--- src/sai_pkg.sv ---
package sai_pkg;
    // host register map (apb byte addresses)
    localparam logic [7:0]  CTRL_OFS      = 8'h00;
    localparam logic [7:0]  STATUS_OFS    = 8'h04;
    localparam logic [7:0]  SNAP_OFS      = 8'h08;
    localparam logic [7:0]  CFG_OFS       = 8'h0C;
    // ctrl and cfg fields
    localparam int          CTRL_GO       = 0;
    localparam int          CTRL_CMD_LSB  = 1;
    localparam int          CTRL_ADR_LSB  = 4;
    localparam int          CTRL_DAT_LSB  = 8;
    localparam int          CFG_AUTO      = 0;
    // status fields
    localparam int          ST_BUSY       = 0;
    localparam int          ST_FLAG_LSB   = 1;
    localparam int          ST_RDAT_LSB   = 8;
    localparam int          ST_IRQ        = 16;
    localparam logic [5:0]  FLAGS_RST     = 6'h00;
    // commands
    localparam logic [2:0]  CMD_WRITE     = 3'h0;
    localparam logic [2:0]  CMD_READ      = 3'h1;
    localparam logic [2:0]  CMD_ARB       = 3'h2;
    localparam logic [2:0]  CMD_POLL      = 3'h3;
    localparam logic [2:0]  CMD_SERVICE   = 3'h4;
    localparam logic [2:0]  CMD_CHIP_RST  = 3'h5;
    // device register ports
    localparam logic [2:0]  PORT_DATA     = 3'h0;
    localparam logic [2:0]  PORT_MODE     = 3'h2;
    localparam logic [2:0]  PORT_LIVE     = 3'h4;
    localparam logic [2:0]  PORT_BSTAT    = 3'h5;
    localparam logic [2:0]  PORT_IRQ_RST  = 3'h7;
    // device bit positions
    localparam int          MODE_ARB      = 0;
    localparam int          BS_END_DMA    = 7;
    localparam int          BS_PAR_ERR    = 5;
    localparam int          BS_PHASE_OK   = 3;
    localparam int          BS_BUSY_ERR   = 2;
    localparam int          BS_ACK        = 0;
    localparam int          LV_REQ        = 5;
    localparam int          LV_SEL        = 1;
    // flag positions inside the six sticky flags
    localparam int          FL_END_DMA    = 0;
    localparam int          FL_PAR_ERR    = 1;
    localparam int          FL_BUSY_ERR   = 2;
    localparam int          FL_SEL_BADPAR = 3;
    localparam int          FL_ID_BAD     = 4;
    localparam int          FL_RST_INFER  = 5;
    // snapshot slots and id limit
    localparam logic [1:0]  SNAP_BSTAT    = 2'h0;
    localparam logic [1:0]  SNAP_LIVE     = 2'h1;
    localparam logic [1:0]  SNAP_DATA     = 2'h2;
    localparam logic [1:0]  SNAP_ARB      = 2'h3;
    localparam int          MAX_IDS       = 2;
    // timing
    localparam int          CLK_NS        = 40;
    localparam int          ARB_DELAY_NS  = 2200;
    localparam int          CHIP_RST_NS   = 200;
    localparam int          STROBE_NS     = 160;
    localparam int          ARB_CYC       = (ARB_DELAY_NS + CLK_NS - 1) / CLK_NS;
    localparam int          CHIP_RST_CYC  = (CHIP_RST_NS + CLK_NS - 1) / CLK_NS;
    localparam int          STROBE_CYC    = (STROBE_NS + CLK_NS - 1) / CLK_NS;
    localparam logic [7:0]  ARB_CNT       = 8'(ARB_CYC - 1);
    localparam logic [7:0]  CHIP_RST_CNT  = 8'(CHIP_RST_CYC - 1);
    localparam logic [7:0]  STROBE_CNT    = 8'(STROBE_CYC - 1);

    typedef enum logic [2:0] {
        ST_IDLE, ST_ACCESS, ST_GAP, ST_ARB_WAIT, ST_RST_HOLD
    } sai_state_t;
endpackage : sai_pkg

--- src/sai_snap_mem.sv ---
`timescale 1ns/1ns
// four byte snapshots of device registers; read data registered
module sai_snap_mem (
    input  wire logic       pclk,
    input  wire logic       presetn,
    input  wire logic       we,
    input  wire logic [1:0] waddr,
    input  wire logic [7:0] wdata,
    input  wire logic [1:0] raddr,
    output logic      [7:0] rdata
);
    logic [7:0] mem_ff [4];
    logic [7:0] rdata_ff;

    always_ff @(posedge pclk or negedge presetn) begin
        if (!presetn) begin
            for (int i = 0; i < 4; i++) begin
                mem_ff[i] <= 8'h00;
            end
            rdata_ff <= 8'h00;
        end else begin
            if (we) begin
                mem_ff[waddr] <= wdata;
            end
            rdata_ff <= mem_ff[raddr];
        end
    end

    assign rdata = rdata_ff;
endmodule : sai_snap_mem

--- src/sai_host.sv ---
`timescale 1ns/1ns
// Function
// - host waits at least 2.2 us after arbitration start before reading data.
// - with parity checking on, host checks parity flag after selection.
// - host reads live data to confirm at most two ids asserted.
// - end of process recognised only with ack and strobe overlap 100 ns.
// - target send end confirmed by polling request and acknowledge both false.
module sai_host (
    input  wire logic        pclk,
    input  wire logic        presetn,
    input  wire logic        psel,
    input  wire logic        penable,
    input  wire logic        pwrite,
    input  wire logic [7:0]  paddr,
    input  wire logic [31:0] pwdata,
    output logic      [31:0] prdata,
    output logic             pready,
    output logic             pslverr,
    output logic      [2:0]  dev_addr,
    output logic             dev_cs_n,
    output logic             dev_rd_n,
    output logic             dev_wr_n,
    output logic             dev_reset_n,
    output logic      [7:0]  dev_data_out,
    output logic             dev_data_oe,
    input  wire logic [7:0]  dev_data_in,
    input  wire logic        dev_irq
);
    sai_pkg::sai_state_t state_ff, nxt_state;
    logic [2:0]  cmd_ff, nxt_cmd;
    logic [1:0]  step_ff, nxt_step;
    logic [7:0]  cnt_ff, nxt_cnt;
    logic [2:0]  addr_ff, nxt_addr;
    logic        wr_ff, nxt_wr;
    logic [7:0]  wdat_ff, nxt_wdat;
    logic        cs_n_ff, nxt_cs_n;
    logic        rd_n_ff, nxt_rd_n;
    logic        wr_n_ff, nxt_wr_n;
    logic        oe_ff, nxt_oe;
    logic        rstn_ff, nxt_rstn;
    logic [7:0]  rdat_ff, nxt_rdat;
    logic [7:0]  bs_ff, nxt_bs;
    logic [7:0]  lv_ff, nxt_lv;
    logic [7:0]  dat_ff, nxt_dat;
    logic [5:0]  flags_ff, nxt_flags;
    logic        auto_ff, nxt_auto;
    logic [1:0]  sidx_ff, nxt_sidx;
    logic        pready_ff, nxt_pready;
    logic        pslverr_ff, nxt_pslverr;
    logic [31:0] prdata_ff, nxt_prdata;
    logic        snap_we;
    logic [1:0]  snap_waddr;
    logic [7:0]  snap_rdata;
    logic        wr_fire, rd_phase, go;
    logic        launch;
    logic [2:0]  l_addr;
    logic        l_wr;
    logic [7:0]  l_dat;
    logic [5:0]  set_flags, clr_flags;

    function automatic logic too_many_ids(input logic [7:0] d);
        int n;
        n = 0;
        for (int i = 0; i < 8; i++) begin
            n = n + int'(d[i]);
        end
        return n > sai_pkg::MAX_IDS;
    endfunction : too_many_ids

    sai_snap_mem u_snap (
        .pclk    (pclk),
        .presetn (presetn),
        .we      (snap_we),
        .waddr   (snap_waddr),
        .wdata   (rdat_ff),
        .raddr   (sidx_ff),
        .rdata   (snap_rdata)
    );

    // one wait state: the write takes effect at the edge where pready is seen
    assign wr_fire  = psel & penable & pready_ff & pwrite;
    assign rd_phase = psel & penable & ~pready_ff;
    assign go       = wr_fire & (paddr == sai_pkg::CTRL_OFS) & pwdata[sai_pkg::CTRL_GO];

    // snapshot captures happen in the gap after each completed read of the bstat, live or data port
    always_comb begin
        snap_we    = 1'b0;
        snap_waddr = sai_pkg::SNAP_BSTAT;
        if (state_ff == sai_pkg::ST_GAP && !wr_ff) begin
            unique case (addr_ff)
                sai_pkg::PORT_BSTAT: begin
                    snap_we    = 1'b1;
                    snap_waddr = sai_pkg::SNAP_BSTAT;
                end
                sai_pkg::PORT_LIVE: begin
                    snap_we    = 1'b1;
                    snap_waddr = sai_pkg::SNAP_LIVE;
                end
                sai_pkg::PORT_DATA: begin
                    snap_we    = 1'b1;
                    snap_waddr = (cmd_ff == sai_pkg::CMD_ARB) ? sai_pkg::SNAP_ARB
                                                              : sai_pkg::SNAP_DATA;
                end
                default: snap_we = 1'b0;
            endcase
        end
    end

    always_comb begin
        nxt_state = state_ff;
        nxt_cmd   = cmd_ff;
        nxt_step  = step_ff;
        nxt_cnt   = cnt_ff;
        nxt_addr  = addr_ff;
        nxt_wr    = wr_ff;
        nxt_wdat  = wdat_ff;
        nxt_cs_n  = cs_n_ff;
        nxt_rd_n  = rd_n_ff;
        nxt_wr_n  = wr_n_ff;
        nxt_oe    = oe_ff;
        nxt_rstn  = rstn_ff;
        nxt_rdat  = rdat_ff;
        nxt_bs    = bs_ff;
        nxt_lv    = lv_ff;
        nxt_dat   = dat_ff;
        set_flags = 6'h00;
        launch    = 1'b0;
        l_addr    = addr_ff;
        l_wr      = 1'b0;
        l_dat     = wdat_ff;
        unique case (state_ff)
            sai_pkg::ST_IDLE: begin
                nxt_step = 2'h0;
                if (go) begin
                    nxt_cmd  = pwdata[sai_pkg::CTRL_CMD_LSB +: 3];
                    nxt_wdat = pwdata[sai_pkg::CTRL_DAT_LSB +: 8];
                    l_addr   = pwdata[sai_pkg::CTRL_ADR_LSB +: 3];
                    l_dat    = pwdata[sai_pkg::CTRL_DAT_LSB +: 8];
                    unique case (pwdata[sai_pkg::CTRL_CMD_LSB +: 3])
                        sai_pkg::CMD_WRITE: begin
                            launch = 1'b1;
                            l_wr   = 1'b1;
                        end
                        sai_pkg::CMD_READ: launch = 1'b1;
                        sai_pkg::CMD_ARB: begin
                            // device itself waits for bus free and select off
                            launch   = 1'b1;
                            l_wr     = 1'b1;
                            l_addr   = sai_pkg::PORT_MODE;
                            l_dat[sai_pkg::MODE_ARB] = 1'b1;
                        end
                        sai_pkg::CMD_POLL: begin
                            launch = 1'b1;
                            l_addr = sai_pkg::PORT_LIVE;
                        end
                        sai_pkg::CMD_SERVICE: begin
                            launch = 1'b1;
                            l_addr = sai_pkg::PORT_BSTAT;
                        end
                        sai_pkg::CMD_CHIP_RST: begin
                            nxt_rstn  = 1'b0;
                            nxt_cnt   = sai_pkg::CHIP_RST_CNT;
                            nxt_state = sai_pkg::ST_RST_HOLD;
                        end
                        default: nxt_state = sai_pkg::ST_IDLE;
                    endcase
                end else if (auto_ff && dev_irq) begin
                    nxt_cmd = sai_pkg::CMD_SERVICE;
                    launch  = 1'b1;
                    l_addr  = sai_pkg::PORT_BSTAT;
                end
            end
            sai_pkg::ST_ACCESS: begin
                if (cnt_ff == 8'h00) begin
                    if (!wr_ff) begin
                        nxt_rdat = dev_data_in;
                    end
                    nxt_cs_n  = 1'b1;
                    nxt_rd_n  = 1'b1;
                    nxt_wr_n  = 1'b1;
                    nxt_oe    = 1'b0;
                    nxt_state = sai_pkg::ST_GAP;
                end else begin
                    nxt_cnt = cnt_ff - 8'h01;
                end
            end
            sai_pkg::ST_GAP: begin
                nxt_state = sai_pkg::ST_IDLE;
                nxt_step  = step_ff + 2'h1;
                unique case (cmd_ff)
                    sai_pkg::CMD_ARB: begin
                        if (step_ff == 2'h0) begin
                            // software-side arbitration delay before looking at data
                            nxt_cnt   = sai_pkg::ARB_CNT;
                            nxt_state = sai_pkg::ST_ARB_WAIT;
                        end
                    end
                    sai_pkg::CMD_POLL: begin
                        if (step_ff == 2'h0) begin
                            nxt_lv = rdat_ff;
                            launch = 1'b1;
                            l_addr = sai_pkg::PORT_BSTAT;
                        end else if (lv_ff[sai_pkg::LV_REQ] || rdat_ff[sai_pkg::BS_ACK]) begin
                            // keep polling until both handshake lines are false
                            nxt_bs   = rdat_ff;
                            nxt_step = 2'h0;
                            launch   = 1'b1;
                            l_addr   = sai_pkg::PORT_LIVE;
                        end else begin
                            nxt_bs = rdat_ff;
                        end
                    end
                    sai_pkg::CMD_SERVICE: begin
                        // causes are read before the clearing read of the reset port
                        unique case (step_ff)
                            2'h0: begin
                                nxt_bs = rdat_ff;
                                launch = 1'b1;
                                l_addr = sai_pkg::PORT_LIVE;
                            end
                            2'h1: begin
                                nxt_lv = rdat_ff;
                                launch = 1'b1;
                                l_addr = sai_pkg::PORT_DATA;
                            end
                            2'h2: begin
                                nxt_dat = rdat_ff;
                                launch  = 1'b1;
                                l_addr  = sai_pkg::PORT_IRQ_RST;
                            end
                            default: begin
                                // device flags transfer_done_flag only after a full overlap
                                set_flags[sai_pkg::FL_END_DMA]  = bs_ff[sai_pkg::BS_END_DMA];
                                set_flags[sai_pkg::FL_PAR_ERR]  = bs_ff[sai_pkg::BS_PAR_ERR];
                                set_flags[sai_pkg::FL_BUSY_ERR] = bs_ff[sai_pkg::BS_BUSY_ERR];
                                set_flags[sai_pkg::FL_SEL_BADPAR] = lv_ff[sai_pkg::LV_SEL] &
                                    bs_ff[sai_pkg::BS_PAR_ERR];
                                set_flags[sai_pkg::FL_ID_BAD] = lv_ff[sai_pkg::LV_SEL] &
                                    too_many_ids(dat_ff);
                                // nothing else explains the interrupt: a bus reset
                                set_flags[sai_pkg::FL_RST_INFER] =
                                    ~(bs_ff[sai_pkg::BS_END_DMA] | bs_ff[sai_pkg::BS_PAR_ERR] |
                                      bs_ff[sai_pkg::BS_BUSY_ERR] | lv_ff[sai_pkg::LV_SEL] |
                                      ~bs_ff[sai_pkg::BS_PHASE_OK]);
                            end
                        endcase
                    end
                    default: nxt_state = sai_pkg::ST_IDLE;
                endcase
            end
            sai_pkg::ST_ARB_WAIT: begin
                if (cnt_ff == 8'h00) begin
                    launch = 1'b1;
                    l_addr = sai_pkg::PORT_DATA;
                end else begin
                    nxt_cnt = cnt_ff - 8'h01;
                end
            end
            sai_pkg::ST_RST_HOLD: begin
                if (cnt_ff == 8'h00) begin
                    nxt_rstn  = 1'b1;
                    nxt_state = sai_pkg::ST_IDLE;
                end else begin
                    nxt_cnt = cnt_ff - 8'h01;
                end
            end
        endcase
        if (launch) begin
            nxt_addr  = l_addr;
            nxt_wr    = l_wr;
            nxt_wdat  = l_dat;
            nxt_cs_n  = 1'b0;
            nxt_rd_n  = l_wr;
            nxt_wr_n  = ~l_wr;
            nxt_oe    = l_wr;
            nxt_cnt   = sai_pkg::STROBE_CNT;
            nxt_state = sai_pkg::ST_ACCESS;
        end
    end

    // apb side; flags are write-one-to-clear and a same-cycle set wins
    always_comb begin
        nxt_pready  = rd_phase;
        nxt_pslverr = 1'b0;
        nxt_prdata  = prdata_ff;
        nxt_auto    = auto_ff;
        nxt_sidx    = sidx_ff;
        clr_flags   = 6'h00;
        if (rd_phase) begin
            nxt_prdata = 32'h0000_0000;
            unique case (paddr)
                sai_pkg::CTRL_OFS: nxt_prdata = {29'h0, cmd_ff};
                sai_pkg::STATUS_OFS: begin
                    nxt_prdata[sai_pkg::ST_BUSY]               = state_ff != sai_pkg::ST_IDLE;
                    nxt_prdata[sai_pkg::ST_FLAG_LSB +: 6]      = flags_ff;
                    nxt_prdata[sai_pkg::ST_RDAT_LSB +: 8]      = rdat_ff;
                    nxt_prdata[sai_pkg::ST_IRQ]                = dev_irq;
                end
                sai_pkg::SNAP_OFS: nxt_prdata = {24'h0, snap_rdata};
                sai_pkg::CFG_OFS:  nxt_prdata = {31'h0, auto_ff};
                // writes to holes are dropped quietly; only reads report an error
                default:           nxt_pslverr = ~pwrite;
            endcase
        end
        if (wr_fire) begin
            unique case (paddr)
                sai_pkg::STATUS_OFS: clr_flags = pwdata[sai_pkg::ST_FLAG_LSB +: 6];
                sai_pkg::SNAP_OFS:   nxt_sidx  = pwdata[1:0];
                sai_pkg::CFG_OFS:    nxt_auto  = pwdata[sai_pkg::CFG_AUTO];
                default:             nxt_auto  = auto_ff;
            endcase
        end
        nxt_flags = (flags_ff & ~clr_flags) | set_flags;
    end

    always_ff @(posedge pclk or negedge presetn) begin
        if (!presetn) begin
            state_ff   <= sai_pkg::ST_IDLE;
            cmd_ff     <= sai_pkg::CMD_WRITE;
            step_ff    <= 2'h0;
            cnt_ff     <= 8'h00;
            addr_ff    <= 3'h0;
            wr_ff      <= 1'b0;
            wdat_ff    <= 8'h00;
            cs_n_ff    <= 1'b1;
            rd_n_ff    <= 1'b1;
            wr_n_ff    <= 1'b1;
            oe_ff      <= 1'b0;
            rstn_ff    <= 1'b1;
            rdat_ff    <= 8'h00;
            bs_ff      <= 8'h00;
            lv_ff      <= 8'h00;
            dat_ff     <= 8'h00;
            flags_ff   <= sai_pkg::FLAGS_RST;
            auto_ff    <= 1'b0;
            sidx_ff    <= 2'h0;
            pready_ff  <= 1'b0;
            pslverr_ff <= 1'b0;
            prdata_ff  <= 32'h0000_0000;
        end else begin
            state_ff   <= nxt_state;
            cmd_ff     <= nxt_cmd;
            step_ff    <= nxt_step;
            cnt_ff     <= nxt_cnt;
            addr_ff    <= nxt_addr;
            wr_ff      <= nxt_wr;
            wdat_ff    <= nxt_wdat;
            cs_n_ff    <= nxt_cs_n;
            rd_n_ff    <= nxt_rd_n;
            wr_n_ff    <= nxt_wr_n;
            oe_ff      <= nxt_oe;
            rstn_ff    <= nxt_rstn;
            rdat_ff    <= nxt_rdat;
            bs_ff      <= nxt_bs;
            lv_ff      <= nxt_lv;
            dat_ff     <= nxt_dat;
            flags_ff   <= nxt_flags;
            auto_ff    <= nxt_auto;
            sidx_ff    <= nxt_sidx;
            pready_ff  <= nxt_pready;
            pslverr_ff <= nxt_pslverr;
            prdata_ff  <= nxt_prdata;
        end
    end

    assign prdata       = prdata_ff;
    assign pready       = pready_ff;
    assign pslverr      = pslverr_ff;
    assign dev_addr     = addr_ff;
    assign dev_cs_n     = cs_n_ff;
    assign dev_rd_n     = rd_n_ff;
    assign dev_wr_n     = wr_n_ff;
    assign dev_reset_n  = rstn_ff;
    assign dev_data_out = wdat_ff;
    assign dev_data_oe  = oe_ff;
endmodule : sai_host

--- config.mk ---
export PLATFORM = sky130hd
export DESIGN_NAME = sai_host
export DESIGN_NICKNAME = d
export VERILOG_FILES = /design/src/sai_pkg.sv /design/src/sai_snap_mem.sv /design/src/sai_host.sv
export SDC_FILE = /design/constraint.sdc
export NUM_CORES = 1
export LEC_CHECK = 0
export BUFFER_PORTS_ARGS = -buffer_cell sky130_fd_sc_hd__clkbuf_2
export CELL_PAD_IN_SITES_DETAIL_PLACEMENT = 0
export CELL_PAD_IN_SITES_GLOBAL_PLACEMENT = 1
export CORE_MARGIN = 2
export CORE_UTILIZATION = 40
export DETAILED_ROUTE_END_ITERATION = 6
export PLACE_DENSITY_LB_ADDON = 0.3
export SYNTH_ARGS = -nofsm -noshare
export SYNTH_HDL_FRONTEND = slang
export SYNTH_SLANG_ARGS = --single-unit
--- constraint.sdc ---
create_clock -name pclk -period 3.4 [get_ports pclk]
set_input_delay 0.17 -clock pclk [delete_from_list [all_inputs] [get_ports pclk]]
set_output_delay 0.17 -clock pclk [all_outputs]
set_load 0.01 [all_outputs]
==> qor.yml <==
clock_network:
  cts.clk_slew.worst_paths_ns: 0.05
  cts_tree: "built"
  post_cts_buffers: 0
  clk-insertion-delay-late_ns: 0.42
  cts_buffer_depth: 2
  numCtsBuffers: 17
  clkSinkCount: 123
  h-tree-depth: 4
  cts-root-buf: "clkbuf_16"
die:
  dieWidth_um: 126
  initial_core_util_pct: 41.0
  die_h_um: 126
  io_pins: 104
  core.rowCount: 44
  core_area_sq_um: 14500
  die_area_sq_um: 15900
timing:
  timing.final.crit_period_ns: 3.28
  fin_crit_sh_pct: 96.4
  worst_slew_pin_slew_ns: 0.863
  rsz0062_at_grt: "yes"
  setup_viol: 0
  slew_headroom_pct: 42.1
  hold_viol: 0
  drv_slew: 0
  hold_ws_ns: 0.0386
  fin_skew_ns: 0.00733
  max_freq_mhz: 305
routing:
  via_per_inst: 5.26
  drt_iter0_drc: 283
  drtAntennaViolNets: 0
  drc: 0
  drt_wl_total_um: 13700
  dr_total_vias: 4089
  drt_first_pass_iters: 4
  wl_per_cell_um: 17.7
worst_setup_path:
  reg2reg_to: "flags_ff[4]$_DFF_PN0_"
  arrival_ns: 3.58
  startpoint_type: "flop"
  critPathLaunch: "dat_ff[0]$_DFFE_PN0P_"
  critPathRequiredTime_ns: 3.70
  crit_fanout: 2
  ff2ff_path_depth: 13
  crit_path_end: "flags_ff[4]$_DFF_PN0_"
  cpMaxStageDelayCell: "fa_1"
  crit_path_end_kind: "flop"
  cp_cell_sequence: "fa_1, inv_1, fa_1, fa_1, inv_1, ha_2, inv_1, fa_2, nor2_2, nand2_1, a21oi_2, o22ai_1, a32o_1"
  r2r_slack_ns: 0.12
  critPathKind: "reg2reg"
  slowest_delay_ns: 0.53
  r2r_start: "dat_ff[0]$_DFFE_PN0P_"
global_route:
  grt_pass1_vias: 4311
  track_usage_pct: 18.3
  antenna_found_initial: 0
  grt_overflow: 0
  grt_pass1_wl_um: 22700
  grt_max_degree: 66
layout:
  n_antenna_cell: 0
  drive_gt1_share_pct: 33.2
  fin_util_pct: 49.6
  fin_nets: 650
  syn2layout_area_growth_pct: 21.1
worst_hold_path:
  hold_class: "in2reg"
synthesis:
  synth-seq-cells: 123
  synth_flop_cell: "dfrtp_1"
  syn_inst: 486
  yosysMostFrequentCell: "dfrtp_1"
  avgSynthCellArea_sq_um: 12.3
  synth_top_area_cell: "dfrtp_1"
  synthTopCellsByArea: "dfrtp_1 (50%), mux2_2 (11%), mux4_2 (3.4%)"
  synthDistinctLibCells: 67
  ys_top_cells_by_count: "dfrtp_1 (119), mux2_2 (57), nand2_1 (32), nor2_1 (30)"
  yosys.area.top_type_share_pct: 50.0
  netlist_area_sq_um: 5950
  synthArstFlopShare_pct: 100
  synth-seq-area-share_pct: 51.8
  yosysWarnings: 0
  synth-edff-count: 0
run_status:
  run_status: "complete, no violations"
place:
  port_buffers: 71
  place_hpwl_um: 9700
  gp_congestion: 0.808
job:
  max_cap_violations: 0
power_and_ir_drop:
  pwr_density_cell_nw_per_um2: 475
  ir_drop_mv: 0.326
  p_leak_nw: 3.46
## layout by cell type, fill, tap and decap left out, types with 5 or more instances in the layout
cell / Yosys / final
ha_1: 10 / 9
nand2_1: 32 / 32
mux4_2: 9 / 9
dlygate4sd3_1: 0 / 18
nand3_1: 8 / 8
nor2_1: 30 / 29
mux2_4: 7 / 7
a21oi_1: 20 / 19
buf_4: 15 / 5
clkinv_2: 0 / 5
clkbuf_2: 0 / 70
nor3b_1: 5 / 5
nor2b_1: 6 / 6
clkbuf_16: 0 / 17
o31ai_1: 8 / 8
o21ai_0: 12 / 12
dfrtp_1: 119 / 119
inv_1: 20 / 20
a32o_1: 6 / 6
conb_1: 1 / 15
a22o_1: 16 / 16
mux2_2: 57 / 57
## cell type report
| type | count | area, sq um |
|---|---|---|
| fill | 1319 | 7320 |
| sequential | 123 | 3080 |
| multi-input combinational | 326 | 2680 |
| timing repair buffer | 94 | 588 |
| clock buffer | 18 | 429 |
| tap | 184 | 230 |
| clock inverter | 12 | 126 |
| inverter | 20 | 75.1 |
## worst max-delay path: cells and delay by family, from the launching register on
family / cells / cell delay (ns)
AND/OR/NAND/NOR: 2 / 0.21
adder cells (fa/ha/maj): 5 / 1.95
buffers and inverters: 3 / 0.18
AO/OA/AOI/OAI: 3 / 0.45
flip-flops: 1 / 0.40
## metrics by stage
| step | setup WS, ns | power [mW] | std cells | area [sq um] | TNS, ns |
|---|---|---|---|---|---|
| 3_3_place_gp | 0.218 | 1.73 | 729 | 6460 | 0 |
| 3_5_place_dp | 0.0818 | 1.73 | 729 | 6460 | 0 |
| 4_1_cts | 0.0771 | 3.46 | 777 | 7200 | 0 |
| 5_1_grt | -0.0502 | 3.57 | 777 | 7210 | -0.0502 |
| 6_report | 0.121 | 3.43 | 777 | 7210 | 0 |
| 2_1_floorplan | 0.292 | 1.65 | 500 | 6010 | 0 |
## report_power, final
group          total [mW]  internal (mW)  switching, mW  leakage (nW)
registers            1.52           1.49         0.0308          1.67
logic               0.204         0.0841          0.120          1.52
clock network        1.71           1.06          0.641         0.272
total                3.43           2.64          0.792          3.46
## metal layers
layer | global-route usage [%] | share of wire [%] | vias to the layer above
met3 | 4.63 | 4.1 | 4
met4 | 4.72 | 0.48 | 0
met2 | 30.6 | 50 | 89
met5 | 0 | 0 | -
met1 | 23.8 | 45 | 2041
li1 | - | - | 1955
## worst min path at each step
stage,from,to,slack (ns),depth (start not counted)
after CTS,pwdata[8],dev_data_out[0]$_DFFE_PN0P_,0.02,3
after detailed placement,presetn,cnt_ff[3]$_DFFE_PN0P_,0.28,1
after floorplan,presetn,auto_ff$_DFFE_PN0P_,-0.13,0
after global routing,pwdata[0],auto_ff$_DFFE_PN0P_,0.05,2
after global placement,presetn,cnt_ff[3]$_DFFE_PN0P_,0.27,1
final,pwdata[8],dev_data_out[0]$_DFFE_PN0P_,0.04,3
## sequential cells by signal, summed over array words and instances, names as in the netlist, 2 cells and up
name and count:
bs_ff 4, cmd_ff 3, cnt_ff 8, dat_ff 8, dev_addr 3, dev_data_out 8, flags_ff 6, lv_ff 2
prdata 17, rdat_ff 8, sidx_ff 2, state_ff 3, step_ff 2, u_snap.mem_ff 32, u_snap.rdata 8
## cell families after synthesis
kind of cell             after synthesis  synth area share [%]
AND/OR/NAND/NOR                      118                  11.1
AO/OA/AOI/OAI                         98                  12.0
other                                  1                0.0630
XOR/XNOR                               2                 0.294
adder cells (fa/ha/maj)               14                  3.45
multiplexers                          79                  17.0
flip-flops                           123                  51.8
buffers and inverters                 51                  4.29
## what timing repair did
item | CTS | global route
resized for setup | 0 | 4
setup endpoints to repair | 0 | 1
endpoints found under the hold margin | 75 | 0
hold buffers | 18 | 0
Note: power is estimated with default switching activity, not from simulation.
